### config.mk
export PLATFORM = sky130hd
export DESIGN_NAME = mfs_switch
export DESIGN_NICKNAME = d
export VERILOG_FILES = /design/src/mfs_param_sel.v /design/src/mfs_switch.v
export VERILOG_INCLUDE_DIRS = /design/src /design/src/src
export SDC_FILE = /design/constraint.sdc
export NUM_CORES = 1
export LEC_CHECK = 0
export BUFFER_PORTS_ARGS = -buffer_cell sky130_fd_sc_hd__buf_2
export CAP_MARGIN = 20
export CORE_ASPECT_RATIO = 1.1
export CORE_MARGIN = 2
export CORE_UTILIZATION = 36
export CTS_BUF_LIST = sky130_fd_sc_hd__clkbuf_4
export DETAILED_ROUTE_END_ITERATION = 10
export SYNTH_ARGS = -nofsm -noshare
export SYNTH_HDL_FRONTEND = slang
export SYNTH_SLANG_ARGS = --single-unit
### constraint.sdc
create_clock -name clk -period 12.15 [get_ports clk]
set_input_delay 1.8225 -clock clk [delete_from_list [all_inputs] [get_ports clk]]
set_output_delay 1.8225 -clock clk [all_outputs]
set_load 0.005 [all_outputs]
### src/mfs_map.vh
/*
  Register map, field positions, reset values and state codes of the
  multifunction light switch.
  Assumes a 32-bit APB slave with one aligned word per register.
*/
`ifndef MFS_MAP_VH
`define MFS_MAP_VH

// Register byte offsets
`define MFS_CTRL_OFS      8'h00
`define MFS_TOFF_OFS      8'h04
`define MFS_TPERM_OFS     8'h08
`define MFS_TWARN_OFS     8'h0C
`define MFS_TWLEN_OFS     8'h10
`define MFS_SRC_OFS       8'h14
`define MFS_STATUS_OFS    8'h18

// Control register fields
`define MFS_CTRL_WARN_EN  0
`define MFS_CTRL_RETAIN   1
`define MFS_CTRL_LIVE_LO  4
`define MFS_CTRL_LIVE_HI  7

// Source register: one block-number nibble per timing parameter
`define MFS_SRC_NIB_W     4

// Status register fields
`define MFS_STAT_Q        0
`define MFS_STAT_ST_LO    1
`define MFS_STAT_ST_HI    2
`define MFS_STAT_ET_LO    16

// Reset values
`define MFS_CTRL_RST      32'h0000_0000
`define MFS_TOFF_RST      16'h000A
`define MFS_TPERM_RST     16'h0005
`define MFS_TWARN_RST     16'h0002
`define MFS_TWLEN_RST     16'h0001
`define MFS_SRC_RST       16'h0000

// Timing parameter slots
`define MFS_P_TOFF        0
`define MFS_P_TPERM       1
`define MFS_P_TWARN       2
`define MFS_P_TWLEN       3
`define MFS_NPARAM        4

// States
`define MFS_ST_IDLE       2'h0
`define MFS_ST_HOLD       2'h1
`define MFS_ST_DELAY      2'h2
`define MFS_ST_PERM       2'h3

`endif

### src/mfs_param_sel.v
/*
  Source selector for one timing parameter: either the programmed constant
  or the live actual value of another function block chosen by number.
  Assumes the live values arrive as one flat bus, block 0 in the low bits.
*/
module mfs_param_sel #(
  parameter TW   = 16,
  parameter NBLK = 8,
  parameter SW   = 4
) (
  // Selection
  input  wire                use_live,
  input  wire [SW-1:0]       blk_num,
  input  wire [TW-1:0]       const_val,
  // Live values of the other blocks
  input  wire [NBLK*TW-1:0]  blk_values,
  // Chosen value
  output reg  [TW-1:0]       val
);

  integer i;

  always @* begin
    val = const_val;
    if (use_live) begin
      // Unknown block numbers fall back to zero rather than aliasing
      val = {TW{1'b0}};
      for (i = 0; i < NBLK; i = i + 1) begin
        if (blk_num == i[SW-1:0])
          val = blk_values[i*TW +: TW];
      end
    end
  end

endmodule // mfs_param_sel

### src/mfs_switch.v
/*
  Multifunction light switch: pulse switch with off-delay, permanent light
  after a long press, optional pre-warning, clear input and retentivity,
  with its settings and state reached over APB.
  Assumes trigger, clear, tick and power-restore inputs are synchronous to
  clk; tick_in is a one-cycle pulse of the common timebase.
*/
// The address map and the APB register port were chosen for this implementation.
`include "mfs_map.vh"

// Operation
// [RL1] Rising trigger switches the output on
// [RL2] Long hold from off enters permanent light
// [RL3] Early release starts the off-delay
// [RL4] Output drops when elapsed reaches off-delay
// [RL5] Pre-warning drops output briefly before expiry
// [RL6] Further trigger while active clears everything
// [RL7] Clear input zeroes elapsed time, output low
// [RL8] Retentive keeps state over power loss
// [RL9] All times share one timebase
// [RL10] Each time: constant or live block value
// [RL11] Clear beats a simultaneous trigger edge
// [RL12] Elapsed time counts timebase ticks while timing
module mfs_switch #(
  parameter TW   = 16,
  parameter NBLK = 8
) (
  // Clock and reset
  input  wire                clk,
  input  wire                rst,
  // APB slave
  input  wire                psel,
  input  wire                penable,
  input  wire                pwrite,
  input  wire [7:0]          paddr,
  input  wire [31:0]         pwdata,
  output reg  [31:0]         prdata,
  output reg                 pready,
  output reg                 pslverr,
  // Switch inputs
  input  wire                trg_in,
  input  wire                clear_in,
  input  wire                tick_in,
  input  wire                pwr_restore,
  // Live actual values of other blocks
  input  wire [NBLK*TW-1:0]  blk_values,
  // Switched output and elapsed time
  output reg                 q_out,
  output reg  [TW-1:0]       elapsed_time
);

  localparam SW = `MFS_SRC_NIB_W;

  // Configuration registers
  reg  [31:0]        ctrl_reg;
  reg  [TW-1:0]      toff_reg;
  reg  [TW-1:0]      tperm_reg;
  reg  [TW-1:0]      twarn_reg;
  reg  [TW-1:0]      twlen_reg;
  reg  [4*SW-1:0]    src_reg;

  // Switch state
  reg  [1:0]         state_reg;
  reg  [1:0]         state_next;
  reg  [TW-1:0]      hold_reg;
  reg  [TW-1:0]      hold_next;
  reg  [TW-1:0]      elapsed_next;
  reg                q_next;
  reg                trg_d_reg;

  // Chosen timing values
  wire [4*TW-1:0]    const_bus;
  wire [4*TW-1:0]    param_bus;
  wire [TW-1:0]      t_off;
  wire [TW-1:0]      t_perm;
  wire [TW-1:0]      t_warn;
  wire [TW-1:0]      t_wlen;
  wire [TW-1:0]      warn_start;
  wire [TW:0]        warn_end;
  wire               trg_rise;
  wire               warn_en;
  wire               retain;

  // Bus phases
  wire               apb_setup;
  wire               apb_wr;

  assign const_bus  = {twlen_reg, twarn_reg, tperm_reg, toff_reg};
  assign t_off      = param_bus[`MFS_P_TOFF*TW +: TW];
  assign t_perm     = param_bus[`MFS_P_TPERM*TW +: TW];
  assign t_warn     = param_bus[`MFS_P_TWARN*TW +: TW];
  assign t_wlen     = param_bus[`MFS_P_TWLEN*TW +: TW];
  assign warn_en    = ctrl_reg[`MFS_CTRL_WARN_EN];
  assign retain     = ctrl_reg[`MFS_CTRL_RETAIN];
  assign trg_rise   = trg_in & ~trg_d_reg;
  assign apb_setup  = psel & ~penable;
  assign apb_wr     = psel & penable & pready & pwrite;

  // A lead longer than the off-delay starts the warning at once
  assign warn_start = (t_warn > t_off) ? {TW{1'b0}} : t_off - t_warn;
  assign warn_end   = {1'b0, warn_start} + {1'b0, t_wlen};

  // Each timing value may come from a constant or a live block value
  genvar g;
  generate
    for (g = 0; g < `MFS_NPARAM; g = g + 1) begin : g_sel
      mfs_param_sel #(
        .TW   (TW),
        .NBLK (NBLK),
        .SW   (SW)
      ) u_sel (
        .use_live   (ctrl_reg[`MFS_CTRL_LIVE_LO + g]),
        .blk_num    (src_reg[g*SW +: SW]),
        .const_val  (const_bus[g*TW +: TW]),
        .blk_values (blk_values),
        .val        (param_bus[g*TW +: TW])
      ); // RL10
    end
  endgenerate

  // Known register offsets
  function is_mapped;
    input [7:0] a;
    begin
      is_mapped = (a == `MFS_CTRL_OFS)  || (a == `MFS_TOFF_OFS)  ||
                  (a == `MFS_TPERM_OFS) || (a == `MFS_TWARN_OFS) ||
                  (a == `MFS_TWLEN_OFS) || (a == `MFS_SRC_OFS)   ||
                  (a == `MFS_STATUS_OFS);
    end
  endfunction

  // Pre-warning window: output dropped while elapsed time lies inside it
  function in_warn;
    input [TW-1:0] et;
    input          en;
    input [TW-1:0] ws;
    input [TW:0]   we;
    begin
      in_warn = en && (et >= ws) && ({1'b0, et} < we);
    end
  endfunction

  // Switch behaviour
  always @* begin
    state_next   = state_reg;
    hold_next    = hold_reg;
    elapsed_next = elapsed_time;
    q_next       = q_out;
    if (clear_in) begin
      state_next   = `MFS_ST_IDLE; // RL11
      hold_next    = {TW{1'b0}};
      elapsed_next = {TW{1'b0}}; // RL7
      q_next       = 1'b0; // RL7
    end else if (pwr_restore && !retain) begin
      // Non-retentive: state falls back to defaults after power loss
      state_next   = `MFS_ST_IDLE; // RL8
      hold_next    = {TW{1'b0}};
      elapsed_next = {TW{1'b0}}; // RL8
      q_next       = 1'b0; // RL8
    end else begin
      case (state_reg)
        `MFS_ST_IDLE: begin
          if (trg_rise) begin
            state_next   = `MFS_ST_HOLD;
            hold_next    = {TW{1'b0}};
            elapsed_next = {TW{1'b0}};
            q_next       = 1'b1; // RL1
          end
        end
        `MFS_ST_HOLD: begin
          if (!trg_in) begin
            state_next   = `MFS_ST_DELAY; // RL3
            elapsed_next = {TW{1'b0}}; // RL3
            q_next       = !in_warn({TW{1'b0}}, warn_en, warn_start, warn_end);
          end else if (hold_reg >= t_perm) begin
            state_next = `MFS_ST_PERM; // RL2
            q_next     = 1'b1; // RL2
          end else if (tick_in) begin
            hold_next = hold_reg + {{(TW-1){1'b0}}, 1'b1};
          end
        end
        `MFS_ST_DELAY: begin
          if (trg_rise) begin
            state_next   = `MFS_ST_IDLE; // RL6
            elapsed_next = {TW{1'b0}}; // RL6
            q_next       = 1'b0; // RL6
          end else if (elapsed_time >= t_off) begin
            state_next = `MFS_ST_IDLE;
            q_next     = 1'b0; // RL4
          end else begin
            if (tick_in)
              elapsed_next = elapsed_time + {{(TW-1){1'b0}}, 1'b1}; // RL12
            // Output follows the warning window one cycle behind the count
            q_next = !in_warn(elapsed_time, warn_en, warn_start, warn_end); // RL5
          end
        end
        `MFS_ST_PERM: begin
          if (trg_rise) begin
            state_next   = `MFS_ST_IDLE; // RL6
            elapsed_next = {TW{1'b0}}; // RL6
            q_next       = 1'b0; // RL6
          end
        end
        default: begin
          state_next   = `MFS_ST_IDLE;
          elapsed_next = {TW{1'b0}};
          q_next       = 1'b0;
        end
      endcase
    end
  end

  always @(posedge clk) begin
    if (rst) begin
      state_reg    <= `MFS_ST_IDLE;
      hold_reg     <= {TW{1'b0}};
      elapsed_time <= {TW{1'b0}};
      q_out        <= 1'b0;
      trg_d_reg    <= 1'b0;
    end else begin
      state_reg    <= state_next;
      hold_reg     <= hold_next;
      elapsed_time <= elapsed_next;
      q_out        <= q_next;
      trg_d_reg    <= trg_in;
    end
  end

  // APB: zero-wait answer, data and error prepared in the setup cycle
  always @(posedge clk) begin
    if (rst) begin
      pready  <= 1'b0;
      pslverr <= 1'b0;
      prdata  <= 32'h0000_0000;
    end else begin
      pready  <= apb_setup;
      pslverr <= apb_setup & ~is_mapped(paddr);
      if (apb_setup && !pwrite) begin
        case (paddr)
          `MFS_CTRL_OFS:   prdata <= ctrl_reg;
          `MFS_TOFF_OFS:   prdata <= {{(32-TW){1'b0}}, toff_reg};
          `MFS_TPERM_OFS:  prdata <= {{(32-TW){1'b0}}, tperm_reg};
          `MFS_TWARN_OFS:  prdata <= {{(32-TW){1'b0}}, twarn_reg};
          `MFS_TWLEN_OFS:  prdata <= {{(32-TW){1'b0}}, twlen_reg};
          `MFS_SRC_OFS:    prdata <= {{(32-4*SW){1'b0}}, src_reg};
          `MFS_STATUS_OFS: prdata <= {elapsed_time, 13'h0000, state_reg, q_out};
          default:         prdata <= 32'h0000_0000;
        endcase
      end else if (apb_setup) begin
        prdata <= 32'h0000_0000;
      end
    end
  end

  // Configuration writes; only the implemented control bits are stored
  always @(posedge clk) begin
    if (rst) begin
      ctrl_reg  <= `MFS_CTRL_RST;
      toff_reg  <= `MFS_TOFF_RST;
      tperm_reg <= `MFS_TPERM_RST;
      twarn_reg <= `MFS_TWARN_RST;
      twlen_reg <= `MFS_TWLEN_RST;
      src_reg   <= `MFS_SRC_RST;
    end else if (apb_wr) begin
      case (paddr)
        `MFS_CTRL_OFS:  ctrl_reg  <= pwdata & 32'h0000_00F3;
        `MFS_TOFF_OFS:  toff_reg  <= pwdata[TW-1:0]; // RL9
        `MFS_TPERM_OFS: tperm_reg <= pwdata[TW-1:0];
        `MFS_TWARN_OFS: twarn_reg <= pwdata[TW-1:0];
        `MFS_TWLEN_OFS: twlen_reg <= pwdata[TW-1:0];
        `MFS_SRC_OFS:   src_reg   <= pwdata[4*SW-1:0];
        default: begin
        end
      endcase
    end
  end

endmodule // mfs_switch

==> summary.md, run 1 <==
| Metric | Value |
|---|---|
| Run status | finished, final reports clean |
| Setup_tns | 0 ps |
| Routed WL per cell | 25.27 µm |
| Largest stage delay, worst path | 520 ps |
| Worst vdd rail ir drop | 0.07913 mV |
| Ys flop type | dfxtp_1 |
| Largest family of logic cells by synthesized area | compound AO/OA/AOI/OAI gates |
| Max-cap violations | 0 |
| Non-Filler Instances | 2603 |
| Worst-Skew Late Latency | 600 ps |
| Hold path cells | 2 |
| Post-Synth XOR/XNOR Area | 0.02573 |
| Antenna violations before repair | 5 |
| Global Route Usage Sum | 0.3034 |
| Synth area leader | dfxtp_1 |
| Synth Area in Compound Gates | 0.2980 |
| Post-CTS resize count | 0 |
| Crit path arrival time | 9840 ps |
| CP top delay family | compound AO/OA/AOI/OAI gates |
| Slew Viols, Final | 0 |
| Placed cells | 2566 |
| Final min period | 9361 ps |
| Worst R2R Setup Slack | 2790 ps |
| Clock skew | 37.64 ps |
| Hold Fails Final Rpt | 0 |
| Clock slew at reported path FFs | 130 ps |
| Met2 WL post-DR | 29.34 mm |
| Clock sinks | 156 |
| Met3 wire len | 5.819 mm |
| Die H | 214.8 µm |
| Post-synth ARST share | 0 |
| Antenna-violating nets left | 0 |
| PwrDens | 60.09 nW/µm² |
| Synth Area per Inst | 7.529 µm² |
| Register area share after synthesis | 0.2148 |
| Final HPWL DP | 49.33 mm |
| Syn Nets | 2203 |
| H-tree depth | 4 |
| Adder-cell share of the synthesized area | 0.08555 |
| IO buf count | 211 |
| Global-route wire length before repair | 97.19 mm |
| CP max stage cell | o41ai_1 |
| Max FFs per register | 32 |
| Slew headroom | 0.2518 |
| LEAKAGE | 0.006194 µW |
| Hold_sp | toff_reg[0]$_SDFFE_PP0P_ |
| Tcrit/Tclk final | 0.7705 |
| Hold endpoint | toff_reg[0]$_SDFFE_PP0P_ |
| WL final | 65.78 mm |
| Synth top area share | 0.2148 |
| Chip Width | 195.6 µm |
| Ratio of cells with drive above 1 in the final layout | 0.1722 |
| Synth Instances | 1931 |
| Worst setup EP type | flip-flop |
| Post-synth top cells | nand2_1, a21oi_1, dfxtp_1 |
| Most frequent cell after synthesis | nand2_1 |
| DR vias | 16756 |
| Multiplexer share of the synthesized area | 0.08942 |
| Largest net degree at the start of global routing | 103 |
| Syn Std Cell Area | 14540 µm² |
| Setup violations, final | 0 |
| Drt pass-1 iters | 7 |
| Gpl congestion | 0.9943 |
| Highest routed metal layer | met4 |
| Root buf cell | clkbuf_4 |
| CP Max Fanout | 11 |
| Crit Path Class | primary input to flip-flop |
| RR Startpoint | src_reg[1]$_SDFFE_PP0P_ |
| Fin nets | 2345 |
| Clock tree buffer depth | 2 |
| Simple-gate share of the synthesized area | 0.2275 |
| Hold_buf cts | 0 |
| Most flop-heavy register | prdata |
| Vias per std cell | 6.437 |
| Worst path bufs/invs | 3 |
| #FFs+latches synth | 156 |
| RSZ-0062 raised after global routing | false |
| Worst Reg-to-Reg Cells | 36 |
| CTS tree | yes |
| Total die area | 42010 µm² |
| Initial Utilization | 0.3636 |
| Fmax | 106.8 MHz |
| Synth cell types | 91 |
| Slew @ Worst Pin | 1122 ps |
| Iter 0 DRT Violations | 1942 |
| Number of synthesized flops with an enable pin | 0 |
| I/O pin total | 228 |
| Core area | 39980 µm² |
| Hold Crit Class | flip-flop to flip-flop |
| R2R Path End | q_out$_SDFFE_PP0P_ |
| Remaining DRCs | 0 |
| Clock buffer count from CTS | 17 |
| Top cells by area, synth | dfxtp_1, ha_1, nand2_1, a21oi_1, a22oi_1 |
| Setup repair bufs after CTS | 0 |
| Core Rows | 77 |
| CP most frequent cell | o21ai_0 |
| Vias in the first global route | 15586 |
| Synth warn | 0 |
| Area Growth Syn to Fin | 12.32% |
| Startpoint Class | primary input |
| CP Data Required Time | 12630 ps |
| Met1 wire length | 25.69 mm |
| Remaining Overflow, GRT | 0 |
layout by cell type, fill, tap and decap left out, drive strengths merged, types with 40 or more instances in the layout:
cell type	n
nand4	40
nand3	40
nand2	280
mux2i	59
buf	250
dfxtp	156
a21oi	189
a22oi	100
inv	73
ha	93
o21ai	92
nor2	153
worst reg2reg max path, delay by kind of cell, from the launching register on:
family / cells / cell delay (ps)
DFF: 1 / 770
xor gates and xnor gates: 1 / 200
and+or+nand+nor: 10 / 1810
AOI/OAI and AO/OA: 17 / 4460
adders and majority gates: 4 / 1200
buffers and inverters: 4 / 800
stage by stage:
stage | setup slack [ps] | util | hold WS (ps) | area, µm² | power, µW
detailed placement | 2341 | 0.4004 | 460.6 | 16010 | 646.3
finish | 2789 | 0.4084 | 482.9 | 16330 | 981.2
CTS | 2944 | 0.4078 | 479.9 | 16300 | 984.2
global placement | 2422 | 0.4003 | 454.0 | 16000 | 644.1
global route | 2302 | 0.4083 | 503.1 | 16330 | 1015
floorplan | 3717 | - | 444.4 | 14540 | 574.5
worst max path at each step:
stage                         end           start  depth (start not counted)  slack [ps]
4_1_cts        q_out$_SDFFE_PP0P_  blk_values[53]                         37        2940
3_5_place_dp   q_out$_SDFFE_PP0P_  blk_values[53]                         37        2340
2_1_floorplan  q_out$_SDFFE_PP0P_  blk_values[53]                         38        3720
5_1_grt        q_out$_SDFFE_PP0P_  blk_values[53]                         37        2300
6_report       q_out$_SDFFE_PP0P_  blk_values[53]                         37        2790
3_3_place_gp   q_out$_SDFFE_PP0P_  blk_values[53]                         37        2420
power breakdown:
group	internal, µW	switching, µW
combinational	46.1	80.2
clock	142	200
sequential	512	0.818
cell families after synthesis:
group                      count (synthesis)
buffers and inverters                    198
xor gates and xnor gates                  41
adders and majority gates                 99
AOI/OAI and AO/OA                        643
DFF                                      156
and+or+nand+nor                          700
muxes                                     94
layout make-up:
class	instances	area, µm²
Sequential cell	156	3128
Antenna cell	5	12.51
Timing Repair Buffer	250	1351
Multi-Input combinational cell	1577	10630
Clock inverter	14	168.9
Clock buffer	17	127.6
Fill cell	4165	23650
Tap cell	513	641.9
Inverter	71	266.5
per-layer routing:
metal,GRT usage,vias to the layer above
met5,0,-
met4,0.1947,0
met3,0.04771,223
met2,0.4851,997
met1,0.3803,8001
li1,-,7535
(Power assumes the default switching activity.)
==> run 2: changes to the inputs <==
ABC_AREA = 1   (was default)
clock period = 8.68 ns   (was 12.15 ns; I/O delays follow)
==> run 2 against run 1 <==
Compared with the run above:
- cell area about the same
- clock-buffer cell count is 1 higher
- largest power group unchanged
- non-clock buffer count fell by 24
- routed wire length grew 1.2%
- sequential share of layout area about the same
- hold slack worse by 12 ps
- critical path type is now flip-flop to flip-flop
==> summary.md, run 2 <==
| Metric | Value |
|---|---|
| Crit path arrival time | 7970 ps |
| Setup violations, final | 0 |
| Drt pass-1 iters | 6 |
| Synth cell types | 60 |
| Area Growth Syn to Fin | 12.04% |
| CP top delay family | simple AND/OR/NAND/NOR gates |
| Tcrit/Tclk final | 0.8641 |
| Fin nets | 2822 |
| LEAKAGE | 0.007765 µW |
| Hold_buf cts | 0 |
| R2R Path End | q_out$_SDFFE_PP0P_ |
| Final Power | 1415 µW |
| Setup_tns | 0 ps |
| Chip Width | 195.9 µm |
| Clock tree buffer depth | 2 |
| Synth Instances | 2398 |
| Routed WL per cell | 21.61 µm |
| Most frequent cell after synthesis | nand2_1 |
| RSZ-0062 raised after global routing | false |
| CP Depth | 47 |
| I/O pin total | 228 |
| DR vias | 17877 |
| Ratio of cells with drive above 1 in the final layout | 0.1241 |
| Clock sinks | 156 |
| CP Data Required Time | 9150 ps |
| Crit Path Class | flip-flop to flip-flop |
| Remaining DRCs | 0 |
| Grt met2 use | 0.5017 |
| IO buf count | 211 |
| CP Max Fanout | 14 |
| Vias in the first global route | 16566 |
| Fill count | 4418 |
| Crit path launch | src_reg[0]$_SDFFE_PP0P_ |
| Startpoint Class | flip-flop |
| Clock skew | 27.94 ps |
| Max-cap violations | 0 |
| Clock buffer count from CTS | 17 |
| Global Route Usage Sum | 0.3050 |
| Hold Fails Final Rpt | 0 |
| Vias per std cell | 5.804 |
| Synth warn | 0 |
| Worst setup EP type | flip-flop |
| Antenna violations before repair | 4 |
| Core area | 40080 µm² |
| Remaining Overflow, GRT | 0 |
| GR peak layer | met2 |
| Synth Area per Inst | 6.079 µm² |
| Hold Crit Class | flip-flop to flip-flop |
| WL final | 66.55 mm |
| Global-route wire length before repair | 98.42 mm |
| Fmax | 133.3 MHz |
| Worst setup endpoint | q_out$_SDFFE_PP0P_ |
| Worst Reg-to-Reg Cells | 47 |
| Root buf cell | clkbuf_4 |
| Worst vdd rail ir drop | 0.06383 mV |
| Largest net degree at the start of global routing | 78 |
| Syn Nets | 2670 |
| Post-synth ARST share | 0 |
| Largest stage delay, worst path | 500 ps |
| Synth top area share | 0.2142 |
| Gpl congestion | 1.008 |
| Slew @ Worst Pin | 1102 ps |
| Worst path bufs/invs | 8 |
| M3 GR Usage | 0.04567 |
| #FFs+latches synth | 156 |
| Die H | 215.0 µm |
| Most flop-heavy register | prdata |
| Final min period | 7501 ps |
| Iter 0 DRT Violations | 1882 |
| Worst-Skew Late Latency | 590 ps |
| PwrDens | 86.67 nW/µm² |
| Setup repair bufs after CTS | 0 |
| Slew headroom | 0.2623 |
| Ys flop type | dfxtp_1 |
| RR Startpoint | src_reg[0]$_SDFFE_PP0P_ |
| Commonest non-fill, non-tap cell in the layout | nand2_1 |
| Synth area leader | dfxtp_1 |
| CTS tree | yes |
| Total die area | 42120 µm² |
| GR Util met1 | 0.3944 |
| Core Rows | 77 |
| H-tree depth | 4 |
| Top cells by area, synth | dfxtp_1, nand2_1, inv_1, a21oi_1, ha_1 |
| Clock slew at reported path FFs | 140 ps |
| Syn Std Cell Area | 14580 µm² |
| Slew Viols, Final | 0 |
| Most frequent cells in the layout | nand2_1, inv_1, a21oi_1 |
| Final HPWL DP | 53.40 mm |
| Initial Utilization | 0.3637 |
| Max FFs per register | 32 |
| Worst R2R Setup Slack | 1180 ps |
| Antenna-violating nets left | 0 |
| Register area share after synthesis | 0.2142 |
| Run status | finished, final reports clean |
| Number of synthesized flops with an enable pin | 0 |
| CP max stage cell | dfxtp_1 |
| Post-synth top cells | nand2_1, inv_1, a21oi_1 |
| Post-CTS resize count | 0 |
run 2: cell count changes after synthesis, sizes merged, moves of 27 or more:
| cell | previous run | this run |
|---|---|---|
| a21o | 29 | 2 |
| a21oi | 189 | 257 |
| a22o | 32 | 1 |
| a22oi | 100 | 10 |
| a31oi | 35 | 7 |
| inv | 70 | 389 |
| mux2i | 59 | 0 |
| mux4 | 28 | 0 |
| nand2 | 280 | 446 |
| nand2b | 29 | 0 |
| nand3 | 40 | 156 |
| nor2 | 153 | 238 |
| o21ai | 92 | 216 |
| o22ai | 12 | 69 |
run 2: per-layer routing:
metal	vias up	routed length [µm]
li1	8444	-
met1	8313	27000
met2	930	30190
met3	188	5794
met4	2	3555
met5	-	7
run 2: through the flow:
step | util | hold WS, ps | instances | worst slack (ps) | area [µm²]
6_report | 0.4075 | 471.4 | 3080 | 1179 | 16330
3_5_place_dp | 0.3988 | 454.9 | 3041 | 1036 | 15980
3_3_place_gp | 0.3988 | 451.7 | 3041 | 1057 | 15980
4_1_cts | 0.4065 | 474.3 | 3073 | 1244 | 16290
5_1_grt | 0.4074 | 500.9 | 3078 | 568.4 | 16330
2_1_floorplan | - | 443.0 | 2398 | 2444 | 14580
run 2: worst min-delay path, cell delays in order (launching register included):
cell and delay (ps):
dfxtp_1 330, nand2_1 60, a21oi_1 50
run 2: logic make-up (layout without fill, tap and decap cells):
group                      count (synthesis)  count (layout)  synth area share
other                                      0               4                 0
and+or+nand+nor                          936             936            0.2780
AOI/OAI and AO/OA                        696             696            0.2797
buffers and inverters                    487             652            0.1287
adders and majority gates                 95              95           0.08258
DFF                                      156             156            0.2142
xor gates and xnor gates                  28              28           0.01682
run 2: worst min path at each step:
stage	startpoint	end	slack, ps	cells after the start
6_report	prdata[14]$_SDFFE_PP0P_	prdata[14]$_SDFFE_PP0P_	470	2
5_1_grt	prdata[4]$_SDFFE_PP0P_	prdata[4]$_SDFFE_PP0P_	500	2
4_1_cts	prdata[14]$_SDFFE_PP0P_	prdata[14]$_SDFFE_PP0P_	470	2
3_5_place_dp	prdata[14]$_SDFFE_PP0P_	prdata[14]$_SDFFE_PP0P_	450	2
3_3_place_gp	prdata[31]$_SDFFE_PP0P_	prdata[31]$_SDFFE_PP0P_	450	2
2_1_floorplan	hold_reg[15]$_SDFFE_PP0P_	hold_reg[15]$_SDFFE_PP0P_	440	2
run 2: final cells by class:
| class | instances | area (µm²) | area share |
|---|---|---|---|
| clock inverter | 14 | 175.2 | 0.01073 |
| multi-input combinational | 1755 | 9592 | 0.5873 |
| antenna | 4 | 10.01 | 0.0006129 |
| timing repair buffer | 226 | 1176 | 0.07201 |
| clock buffer | 18 | 135.1 | 0.008274 |
| sequential | 156 | 3123 | 0.1912 |
| inverter | 394 | 1479 | 0.09055 |
| tap | 513 | 641.9 | 0.03930 |
run 2: report_power, final:
group	switching (µW)	internal, µW	leakage [µW]
logic	141	65.2	0.00634
registers	0.992	718	0.00126
clock network	303	187	0.000170
total	445	970	0.00777
